--- src/periph_irq_pkg.sv ---
// constants shared by the peripheral interrupt flag and enable bank
// assumes a 32-bit axi4-lite register bus and one system clock
package periph_irq_pkg;

	// ------------------------------------------------------------
	// register offsets (byte addresses)
	// ------------------------------------------------------------
	localparam logic [7:0] REG_ENABLE_3 = 8'h00;
	localparam logic [7:0] REG_REQUEST_1 = 8'h04;
	localparam logic [7:0] REG_REQUEST_2 = 8'h08;
	localparam logic [7:0] REG_IRQ_STATUS = 8'h0C;
	localparam logic [7:0] REG_IRQ_CLEAR = 8'h10;
	localparam logic [7:0] REG_IRQ_ENABLE = 8'h14;
	localparam logic [7:0] REG_LINK_STATE = 8'h18;

	// ------------------------------------------------------------
	// field positions
	// ------------------------------------------------------------
	localparam int CAPCMP_FIVE_ENABLE_BIT = 6;
	localparam int CAPCMP_FOUR_ENABLE_BIT = 5;
	localparam int CAPCMP_THREE_ENABLE_BIT = 4;
	localparam int TIMER_SIX_MATCH_ENABLE_BIT = 3;
	localparam int TIMER_FOUR_MATCH_ENABLE_BIT = 1;
	localparam int SERIAL_RECEIVE_FLAG_BIT = 5;
	localparam int SERIAL_TRANSMIT_FLAG_BIT = 4;
	localparam int ST_REQUEST_1_BIT = 0;
	localparam int ST_REQUEST_2_BIT = 1;
	localparam int ST_PERIPH_REQ_BIT = 2;
	localparam int STATUS_W = 3;
	localparam int LINK_MASTER_BIT = 0;
	localparam int LINK_GLOBAL_BIT = 1;
	localparam int LINK_REQ_BIT = 2;

	// ------------------------------------------------------------
	// masks and reset values
	// ------------------------------------------------------------
	localparam logic [7:0] ENABLE_3_MASK = 8'h7A;
	localparam logic [7:0] REQUEST_1_SW_MASK = 8'hCF;
	localparam logic [7:0] REQUEST_2_MASK = 8'hFD;
	localparam logic [7:0] ENABLE_3_RESET = 8'h00;
	localparam logic [7:0] REQUEST_1_RESET = 8'h00;
	localparam logic [7:0] REQUEST_2_RESET = 8'h00;
	localparam logic [STATUS_W-1:0] IRQ_STATUS_RESET = 3'h0;
	localparam logic [STATUS_W-1:0] IRQ_ENABLE_RESET = 3'h0;

	// ------------------------------------------------------------
	// bus responses
	// ------------------------------------------------------------
	localparam logic [1:0] RESP_OKAY = 2'h0;
	localparam logic [1:0] RESP_SLVERR = 2'h2;

endpackage : periph_irq_pkg

--- src/periph_irq_flags.sv ---
// peripheral interrupt request flags, third enable bank, axi4-lite slave
// assumes event inputs come from logic on REF_CLK; no synchronisers needed
`timescale 1ns/1ps
`default_nettype none

// Notes on behaviour
// - no request leaves on PERIPH_IRQ unless the peripheral master enable is set; IRQ can, from status bits 0 and 1.
// - enable-3 bits 6,5,4 enable capture/compare five, four, three.
// - enable-3 bit 3 enables timer six match, bit 1 timer four match.
// - enable-3 bits 7,2,0 ignore writes and read zero.
// - an enable bit of one allows its source, zero blocks it.
// - flags set on their event whatever the enables hold.
// - request-1 holds gate, adc, rx, tx, sync serial, cc1, t2, t1 flags.
// - receive and transmit flags are read-only; other six are writable.
// - request-2 holds osc, cmp2, cmp1, eeprom, collision, lcd, cc2 flags.
// - a flag reads one while pending, zero otherwise.
// - all three registers clear to zero on every reset.
// - request-2 bit 1 ignores writes and reads zero.
module periph_irq_flags #(
	parameter int ADDR_W = 8
) (
	// clock and reset
	input wire logic REF_CLK,
	input wire logic RST_N,
	// axi4-lite write address
	input wire logic [ADDR_W-1:0] AWADDR,
	input wire logic AWVALID,
	output logic AWREADY,
	// axi4-lite write data
	input wire logic [31:0] WDATA,
	input wire logic [3:0] WSTRB,
	input wire logic WVALID,
	output logic WREADY,
	// axi4-lite write response
	output logic [1:0] BRESP,
	output logic BVALID,
	input wire logic BREADY,
	// axi4-lite read address
	input wire logic [ADDR_W-1:0] ARADDR,
	input wire logic ARVALID,
	output logic ARREADY,
	// axi4-lite read data
	output logic [31:0] RDATA,
	output logic [1:0] RRESP,
	output logic RVALID,
	input wire logic RREADY,
	// peripheral events
	input wire logic [7:0] REQUEST_1_SET,
	input wire logic [7:0] REQUEST_2_SET,
	input wire logic [7:0] REQUEST_3_FLAGS,
	// enables held elsewhere in the unit
	input wire logic [7:0] ENABLE_1,
	input wire logic [7:0] ENABLE_2,
	input wire logic PERIPHERAL_MASTER_IRQ_ENABLE,
	input wire logic GLOBAL_IRQ_ENABLE,
	// requests out
	output logic PERIPH_IRQ,
	output logic IRQ
);

	// ------------------------------------------------------------
	// helpers
	// ------------------------------------------------------------
	// masked write then event set; set wins over a same-cycle clear
	function automatic logic [7:0] flag_next(
		input logic [7:0] cur,
		input logic wr,
		input logic [7:0] wdata,
		input logic [7:0] wmask,
		input logic [7:0] set
	);
		logic [7:0] kept;
		kept = wr ? ((cur & ~wmask) | (wdata & wmask)) : cur;
		return kept | set;
	endfunction : flag_next

	function automatic logic [7:0] offset_of(input logic [ADDR_W-1:0] addr);
		return {addr[7:2], 2'h0};
	endfunction : offset_of

	// ------------------------------------------------------------
	// state
	// ------------------------------------------------------------
	logic [7:0] peripheral_irq_enable_3;
	logic [7:0] peripheral_irq_request_1;
	logic [7:0] peripheral_irq_request_2;
	logic [periph_irq_pkg::STATUS_W-1:0] irq_status;
	logic [periph_irq_pkg::STATUS_W-1:0] irq_enable;
	logic [ADDR_W-1:0] aw_addr;
	logic [7:0] w_data;
	logic w_lane;
	logic aw_full;
	logic w_full;

	// ------------------------------------------------------------
	// write channel decode
	// ------------------------------------------------------------
	wire logic aw_take = AWVALID & AWREADY;
	wire logic w_take = WVALID & WREADY;
	wire logic b_done = BVALID & BREADY;
	wire logic do_write = aw_full & w_full;
	wire logic [7:0] w_off = offset_of(aw_addr);
	wire logic w_en = do_write & w_lane;
	wire logic wr_en3 = w_en & (w_off == periph_irq_pkg::REG_ENABLE_3);
	wire logic wr_req1 = w_en & (w_off == periph_irq_pkg::REG_REQUEST_1);
	wire logic wr_req2 = w_en & (w_off == periph_irq_pkg::REG_REQUEST_2);
	wire logic wr_clr = w_en & (w_off == periph_irq_pkg::REG_IRQ_CLEAR);
	wire logic wr_ien = w_en & (w_off == periph_irq_pkg::REG_IRQ_ENABLE);
	wire logic w_mapped = (w_off == periph_irq_pkg::REG_ENABLE_3)
		| (w_off == periph_irq_pkg::REG_REQUEST_1)
		| (w_off == periph_irq_pkg::REG_REQUEST_2)
		| (w_off == periph_irq_pkg::REG_IRQ_STATUS)
		| (w_off == periph_irq_pkg::REG_IRQ_CLEAR)
		| (w_off == periph_irq_pkg::REG_IRQ_ENABLE)
		| (w_off == periph_irq_pkg::REG_LINK_STATE);

	// ------------------------------------------------------------
	// flag and enable next values
	// ------------------------------------------------------------
	// unimplemented enable bits never store anything
	wire logic [7:0] next_enable_3 = wr_en3
		? (w_data & periph_irq_pkg::ENABLE_3_MASK)
		: peripheral_irq_enable_3;
	// receive/transmit follow their peripheral levels only
	wire logic [7:0] rxtx_mask = ~periph_irq_pkg::REQUEST_1_SW_MASK;
	wire logic [7:0] req1_kept = flag_next(peripheral_irq_request_1, wr_req1, w_data,
		periph_irq_pkg::REQUEST_1_SW_MASK, REQUEST_1_SET & ~rxtx_mask);
	wire logic [7:0] next_request_1 = (req1_kept & ~rxtx_mask)
		| (REQUEST_1_SET & rxtx_mask);
	wire logic [7:0] next_request_2 = flag_next(peripheral_irq_request_2, wr_req2, w_data,
		periph_irq_pkg::REQUEST_2_MASK,
		REQUEST_2_SET & periph_irq_pkg::REQUEST_2_MASK);

	// ------------------------------------------------------------
	// peripheral request
	// ------------------------------------------------------------
	// per-source gating: an enable of one passes the flag
	wire logic [7:0] gated_3 = REQUEST_3_FLAGS & peripheral_irq_enable_3;
	wire logic [7:0] gated_1 = peripheral_irq_request_1 & ENABLE_1;
	wire logic [7:0] gated_2 = peripheral_irq_request_2 & ENABLE_2;
	wire logic any_source = (|gated_1) | (|gated_2) | (|gated_3);
	wire logic next_periph_irq = any_source
		& PERIPHERAL_MASTER_IRQ_ENABLE
		& GLOBAL_IRQ_ENABLE;

	// ------------------------------------------------------------
	// interrupt status
	// ------------------------------------------------------------
	wire logic [7:0] rise_1 = next_request_1 & ~peripheral_irq_request_1;
	wire logic [7:0] rise_2 = next_request_2 & ~peripheral_irq_request_2;
	wire logic [periph_irq_pkg::STATUS_W-1:0] st_set = {
		next_periph_irq & ~PERIPH_IRQ,
		|rise_2,
		|rise_1
	};
	wire logic [periph_irq_pkg::STATUS_W-1:0] st_clr = wr_clr
		? w_data[periph_irq_pkg::STATUS_W-1:0]
		: '0;
	// set wins over a clear in the same cycle
	wire logic [periph_irq_pkg::STATUS_W-1:0] next_status = (irq_status & ~st_clr) | st_set;
	wire logic [periph_irq_pkg::STATUS_W-1:0] next_irq_enable = wr_ien
		? w_data[periph_irq_pkg::STATUS_W-1:0]
		: irq_enable;

	// ------------------------------------------------------------
	// read decode
	// ------------------------------------------------------------
	wire logic ar_take = ARVALID & ARREADY;
	wire logic [7:0] r_off = offset_of(ARADDR);
	wire logic [7:0] link_state = {
		5'h00,
		PERIPH_IRQ,
		GLOBAL_IRQ_ENABLE,
		PERIPHERAL_MASTER_IRQ_ENABLE
	};
	wire logic r_en3 = r_off == periph_irq_pkg::REG_ENABLE_3;
	wire logic r_req1 = r_off == periph_irq_pkg::REG_REQUEST_1;
	wire logic r_req2 = r_off == periph_irq_pkg::REG_REQUEST_2;
	wire logic r_st = r_off == periph_irq_pkg::REG_IRQ_STATUS;
	wire logic r_clr = r_off == periph_irq_pkg::REG_IRQ_CLEAR;
	wire logic r_ien = r_off == periph_irq_pkg::REG_IRQ_ENABLE;
	wire logic r_link = r_off == periph_irq_pkg::REG_LINK_STATE;
	wire logic r_mapped = r_en3 | r_req1 | r_req2 | r_st | r_clr | r_ien | r_link;
	// clear register is write-only and reads zero
	wire logic [7:0] rd_byte =
		({8{r_en3}} & (peripheral_irq_enable_3 & periph_irq_pkg::ENABLE_3_MASK))
		| ({8{r_req1}} & peripheral_irq_request_1)
		| ({8{r_req2}} & (peripheral_irq_request_2 & periph_irq_pkg::REQUEST_2_MASK))
		| ({8{r_st}} & {5'h00, irq_status})
		| ({8{r_ien}} & {5'h00, irq_enable})
		| ({8{r_link}} & link_state);

	// ------------------------------------------------------------
	// write channel
	// ------------------------------------------------------------
	// one write in flight; readies drop until the response is taken
	always_ff @(posedge REF_CLK) begin
		if (!RST_N) begin
			AWREADY <= 1'b1;
			aw_full <= 1'b0;
			aw_addr <= '0;
		end else begin
			if (aw_take) begin
				AWREADY <= 1'b0;
				aw_full <= 1'b1;
				aw_addr <= AWADDR;
			end
			if (do_write)
				aw_full <= 1'b0;
			if (b_done)
				AWREADY <= 1'b1;
		end
	end

	always_ff @(posedge REF_CLK) begin
		if (!RST_N) begin
			WREADY <= 1'b1;
			w_full <= 1'b0;
			w_data <= 8'h00;
			w_lane <= 1'b0;
		end else begin
			if (w_take) begin
				WREADY <= 1'b0;
				w_full <= 1'b1;
				w_data <= WDATA[7:0];
				w_lane <= WSTRB[0];
			end
			if (do_write)
				w_full <= 1'b0;
			if (b_done)
				WREADY <= 1'b1;
		end
	end

	always_ff @(posedge REF_CLK) begin
		if (!RST_N) begin
			BVALID <= 1'b0;
			BRESP <= periph_irq_pkg::RESP_OKAY;
		end else if (do_write) begin
			BVALID <= 1'b1;
			BRESP <= w_mapped ? periph_irq_pkg::RESP_OKAY : periph_irq_pkg::RESP_SLVERR;
		end else if (b_done) begin
			BVALID <= 1'b0;
		end
	end

	// ------------------------------------------------------------
	// read channel
	// ------------------------------------------------------------
	always_ff @(posedge REF_CLK) begin
		if (!RST_N) begin
			ARREADY <= 1'b1;
			RVALID <= 1'b0;
			RDATA <= 32'h0000_0000;
			RRESP <= periph_irq_pkg::RESP_OKAY;
		end else if (ar_take) begin
			ARREADY <= 1'b0;
			RVALID <= 1'b1;
			RDATA <= {24'h00_0000, rd_byte};
			RRESP <= r_mapped ? periph_irq_pkg::RESP_OKAY : periph_irq_pkg::RESP_SLVERR;
		end else if (RVALID & RREADY) begin
			ARREADY <= 1'b1;
			RVALID <= 1'b0;
		end
	end

	// ------------------------------------------------------------
	// registers
	// ------------------------------------------------------------
	// every reset kind lands here and clears all three banks
	always_ff @(posedge REF_CLK) begin
		if (!RST_N) begin
			peripheral_irq_enable_3 <= periph_irq_pkg::ENABLE_3_RESET;
			peripheral_irq_request_1 <= periph_irq_pkg::REQUEST_1_RESET;
			peripheral_irq_request_2 <= periph_irq_pkg::REQUEST_2_RESET;
		end else begin
			peripheral_irq_enable_3 <= next_enable_3;
			peripheral_irq_request_1 <= next_request_1;
			peripheral_irq_request_2 <= next_request_2;
		end
	end

	always_ff @(posedge REF_CLK) begin
		if (!RST_N) begin
			irq_status <= periph_irq_pkg::IRQ_STATUS_RESET;
			irq_enable <= periph_irq_pkg::IRQ_ENABLE_RESET;
		end else begin
			irq_status <= next_status;
			irq_enable <= next_irq_enable;
		end
	end

	// ------------------------------------------------------------
	// outputs
	// ------------------------------------------------------------
	// registered so the core never sees a decode glitch
	always_ff @(posedge REF_CLK) begin
		if (!RST_N) begin
			PERIPH_IRQ <= 1'b0;
			IRQ <= 1'b0;
		end else begin
			PERIPH_IRQ <= next_periph_irq;
			IRQ <= |(irq_status & irq_enable);
		end
	end

endmodule : periph_irq_flags

`default_nettype wire

--- config.mk ---
export PLATFORM = sky130hd
export DESIGN_NAME = periph_irq_flags
export DESIGN_NICKNAME = d
export VERILOG_FILES = /design/src/periph_irq_pkg.sv /design/src/periph_irq_flags.sv
export SDC_FILE = /design/constraint.sdc
export NUM_CORES = 1
export LEC_CHECK = 0
export BUFFER_PORTS_ARGS = -buffer_cell sky130_fd_sc_hd__buf_2
export CAP_MARGIN = 20
export CORE_AREA = 2 2 84 86
export CTS_BUF_LIST = sky130_fd_sc_hd__clkbuf_4
export CTS_CLUSTER_SIZE = 20
export DETAILED_ROUTE_END_ITERATION = 7
export DIE_AREA = 0 0 86 88
export HOLD_SLACK_MARGIN = 0.05
export PLACE_DENSITY = 0.79
export SLEW_MARGIN = 20
export SYNTH_ARGS = -nofsm -noshare
export SYNTH_HDL_FRONTEND = slang
export SYNTH_SLANG_ARGS = --single-unit
--- constraint.sdc ---
create_clock -name REF_CLK -period 1.9 [get_ports REF_CLK]
set_input_delay 0.285 -clock REF_CLK [delete_from_list [all_inputs] [get_ports REF_CLK]]
set_output_delay 0.285 -clock REF_CLK [all_outputs]
set_load 0.05 [all_outputs]
==> impl_metrics.yaml <==
cts:
  clk_latency_ps: 410
  cts_buffers: 9
  cts_tree: "built"
  cts_setup_buffers: 0
  cts_root_buf: "clkbuf_4"
  path_clk_slew_ps: 100
  cts_sinks: 60
  cts_resized: 0
  htree_levels: 3
  clockBufferDepth: 2
  hold_buffers: 0
yosys:
  synth_ff_type: "dfxtp_1"
  post_synth.cell_area_avg_sq_um: 8.01
  synthSimpleGateAreaFrac: 0.206
  yosys.area_share.xor_xnor: 0
  synth_top_family_by_area: "simple AND/OR/NAND/NOR gates"
  synth-compound-area-share: 0.205
  synthCells: 363
  syn_area_sq_mm: 0.00291
  synth-edff-count: 0
  synth-warning-count: 0
  yosys.area_share.adder: 0
  synth-seq-cells: 60
  async_flop_share: 0
  yosysSeqAreaShare: 0.413
  yosysUniqueCellTypes: 42
  muxShareOfSynthArea: 0.0508
floorplanning:
  core_region_area_sq_mm: 0.00664
  num_rows: 30
  ios: 144
  dieHeight_um: 88
  initial_utilization: 0.438
  die_width_um: 86
  die_area_sq_mm: 0.00757
sta:
  finalMaxSlewViolations: 0
  holdWs_ps: 81.4
  period_share: 0.927
  fmax_mhz: 568
  rsz0062_at_grt: "no"
  fin_crit_ps: 1760
  setup_violations: 0
  skew_ps: 15.6
  setup_tns_ps: 0
  finalHoldViolations: 0
hold_path:
  holdCritPathClass: "input port to flop"
power_and_ir_drop:
  ir_worst_vdd_v: 0.000398
  leakage_nw: 1.53
  p_per_area_mw_per_mm2: 811
status:
  status: "finished clean"
finish:
  final_nets: 550
  layout_common_cells: "buf_2 (81), nand2_1 (67), dfxtp_1 (60)"
  drive_gt1_frac: 0.258
  syn2layout_area_growth_pct: 18.9
  layout_commonest_cell: "buf_2"
  antenna_cells: 0
drt:
  drt_iter0_markers: 183
  avgViaCountPerCell: 5.27
  drtPass1Iterations: 5
  num_vias: 2814
  drt-total-wl_um: 7680
  ant_nets: 0
  detail_route.wl_per_cell_um: 14.4
  drc: 0
setup_path:
  criticalPathCategory: "flop to flop"
  cp_max_fo: 7
  crit_path_start_kind: "flop"
  endpoint_kind: "flop"
  worst_ep_arrival_time_ps: 2060
  worstPathRequired_ps: 2200
place:
  port_buffers: 81
  dp_hpwl_um: 5970
  routabilityCongestion: 0.968
grt:
  antenna_found_initial: 0
  overflow: 0
  grt_first_pass_wirelength_um: 12200
  grt_pass1_vias: 2594
  grt_max_degree: 23
  track_usage: 0.206
job:
  max-cap-violations: 0
worst paths after layout:
path                            slack [ps]                                     end                    start  depth (start not counted)
worst max-delay path                   140  peripheral_irq_request_2[6]$_SDFF_PN0_  aw_addr[5]$_SDFFE_PN0P_                          5
worst min-delay path                    80                     WREADY$_SDFFE_PP1P_                   WVALID                          2
worst max register to register         140  peripheral_irq_request_2[6]$_SDFF_PN0_  aw_addr[5]$_SDFFE_PN0P_                          5
worst min register to register         460                 aw_addr[5]$_SDFFE_PN0P_  aw_addr[5]$_SDFFE_PN0P_                          2
Yosys cell counts, drive strengths merged (3+ instances only):
| master | n | area share |
|---|---|---|
| a21oi | 29 | 0.050 |
| a221oi | 4 | 0.012 |
| a22o | 4 | 0.012 |
| a22oi | 9 | 0.023 |
| a31oi | 17 | 0.037 |
| and2 | 3 | 0.0065 |
| buf | 30 | 0.076 |
| clkbuf | 12 | 0.015 |
| dfxtp | 60 | 0.41 |
| inv | 24 | 0.031 |
| mux2 | 6 | 0.023 |
| mux2i | 8 | 0.028 |
| nand2 | 67 | 0.086 |
| nand3 | 14 | 0.024 |
| nand4 | 4 | 0.0086 |
| nor2 | 15 | 0.019 |
| nor2b | 5 | 0.011 |
| nor3 | 5 | 0.0086 |
| nor4 | 3 | 0.012 |
| o21ai | 12 | 0.021 |
| o22ai | 13 | 0.028 |
logic make-up after synthesis:
kind of cell           count (synthesis)
AOI/OAI and AO/OA                     95
buffers and inverters                 67
DFF                                   60
muxes                                 14
other                                  1
and+or+nand+nor                      126
sequential cells by signal, indices dropped and copies added (netlist names), 3 cells and up:
| name | cells |
|---|---|
| irq_status | 3 |
| irq_enable | 3 |
| peripheral_irq_enable_3 | 5 |
| peripheral_irq_request_1 | 8 |
| RDATA | 8 |
| w_data | 8 |
| aw_addr | 6 |
| peripheral_irq_request_2 | 7 |
per-layer routing:
layer / up-vias / GRT usage / routed length (um)
met3: 7 / 0.0481 / 790
met1: 1275 / 0.274 / 3350
met4: 0 / 0.0664 / 61
met2: 133 / 0.331 / 3480
li1: 1399 / - / -
met5: - / 0 / 0
per-stage QoR:
| step | instance area (sq um) | setup slack (ps) | utilization | std cells | power [mW] |
|---|---|---|---|---|---|
| after floorplan | 3000 | 306 | - | 388 | 1.80 |
| after global placement | 3320 | 150 | 0.500 | 518 | 1.92 |
| after detailed placement | 3320 | 93.8 | 0.500 | 518 | 1.93 |
| after CTS | 3460 | 81.2 | 0.521 | 534 | 2.81 |
| after global routing | 3460 | 17.0 | 0.521 | 534 | 2.93 |
| final | 3460 | 139 | 0.521 | 534 | 2.80 |
area by class of cell:
type                       instances  area, sq um
inverter                          25         93.8
clock buffer                      11         82.6
tap                               80          100
multi-input combinational        261         1440
timing repair buffer              92          488
clock inverter                     5         52.6
sequential                        60         1200
fill                             657         3180
report_power, final:
| group | switching (mW) | internal, mW | leakage, nW |
|---|---|---|---|
| logic | 0.339 | 0.165 | 0.962 |
| clock network | 0.474 | 0.425 | 0.0782 |
| registers | 0.0795 | 1.32 | 0.494 |
| total | 0.892 | 1.91 | 1.53 |
critical path, stage by stage (launching register included):
cell	delay [ps]
dfxtp_1	320
or3_4	410
or2_1	250
nand4bb_1	360
nor3_1	240
nor3_1	70
Power figures use the tool's default switching activity.
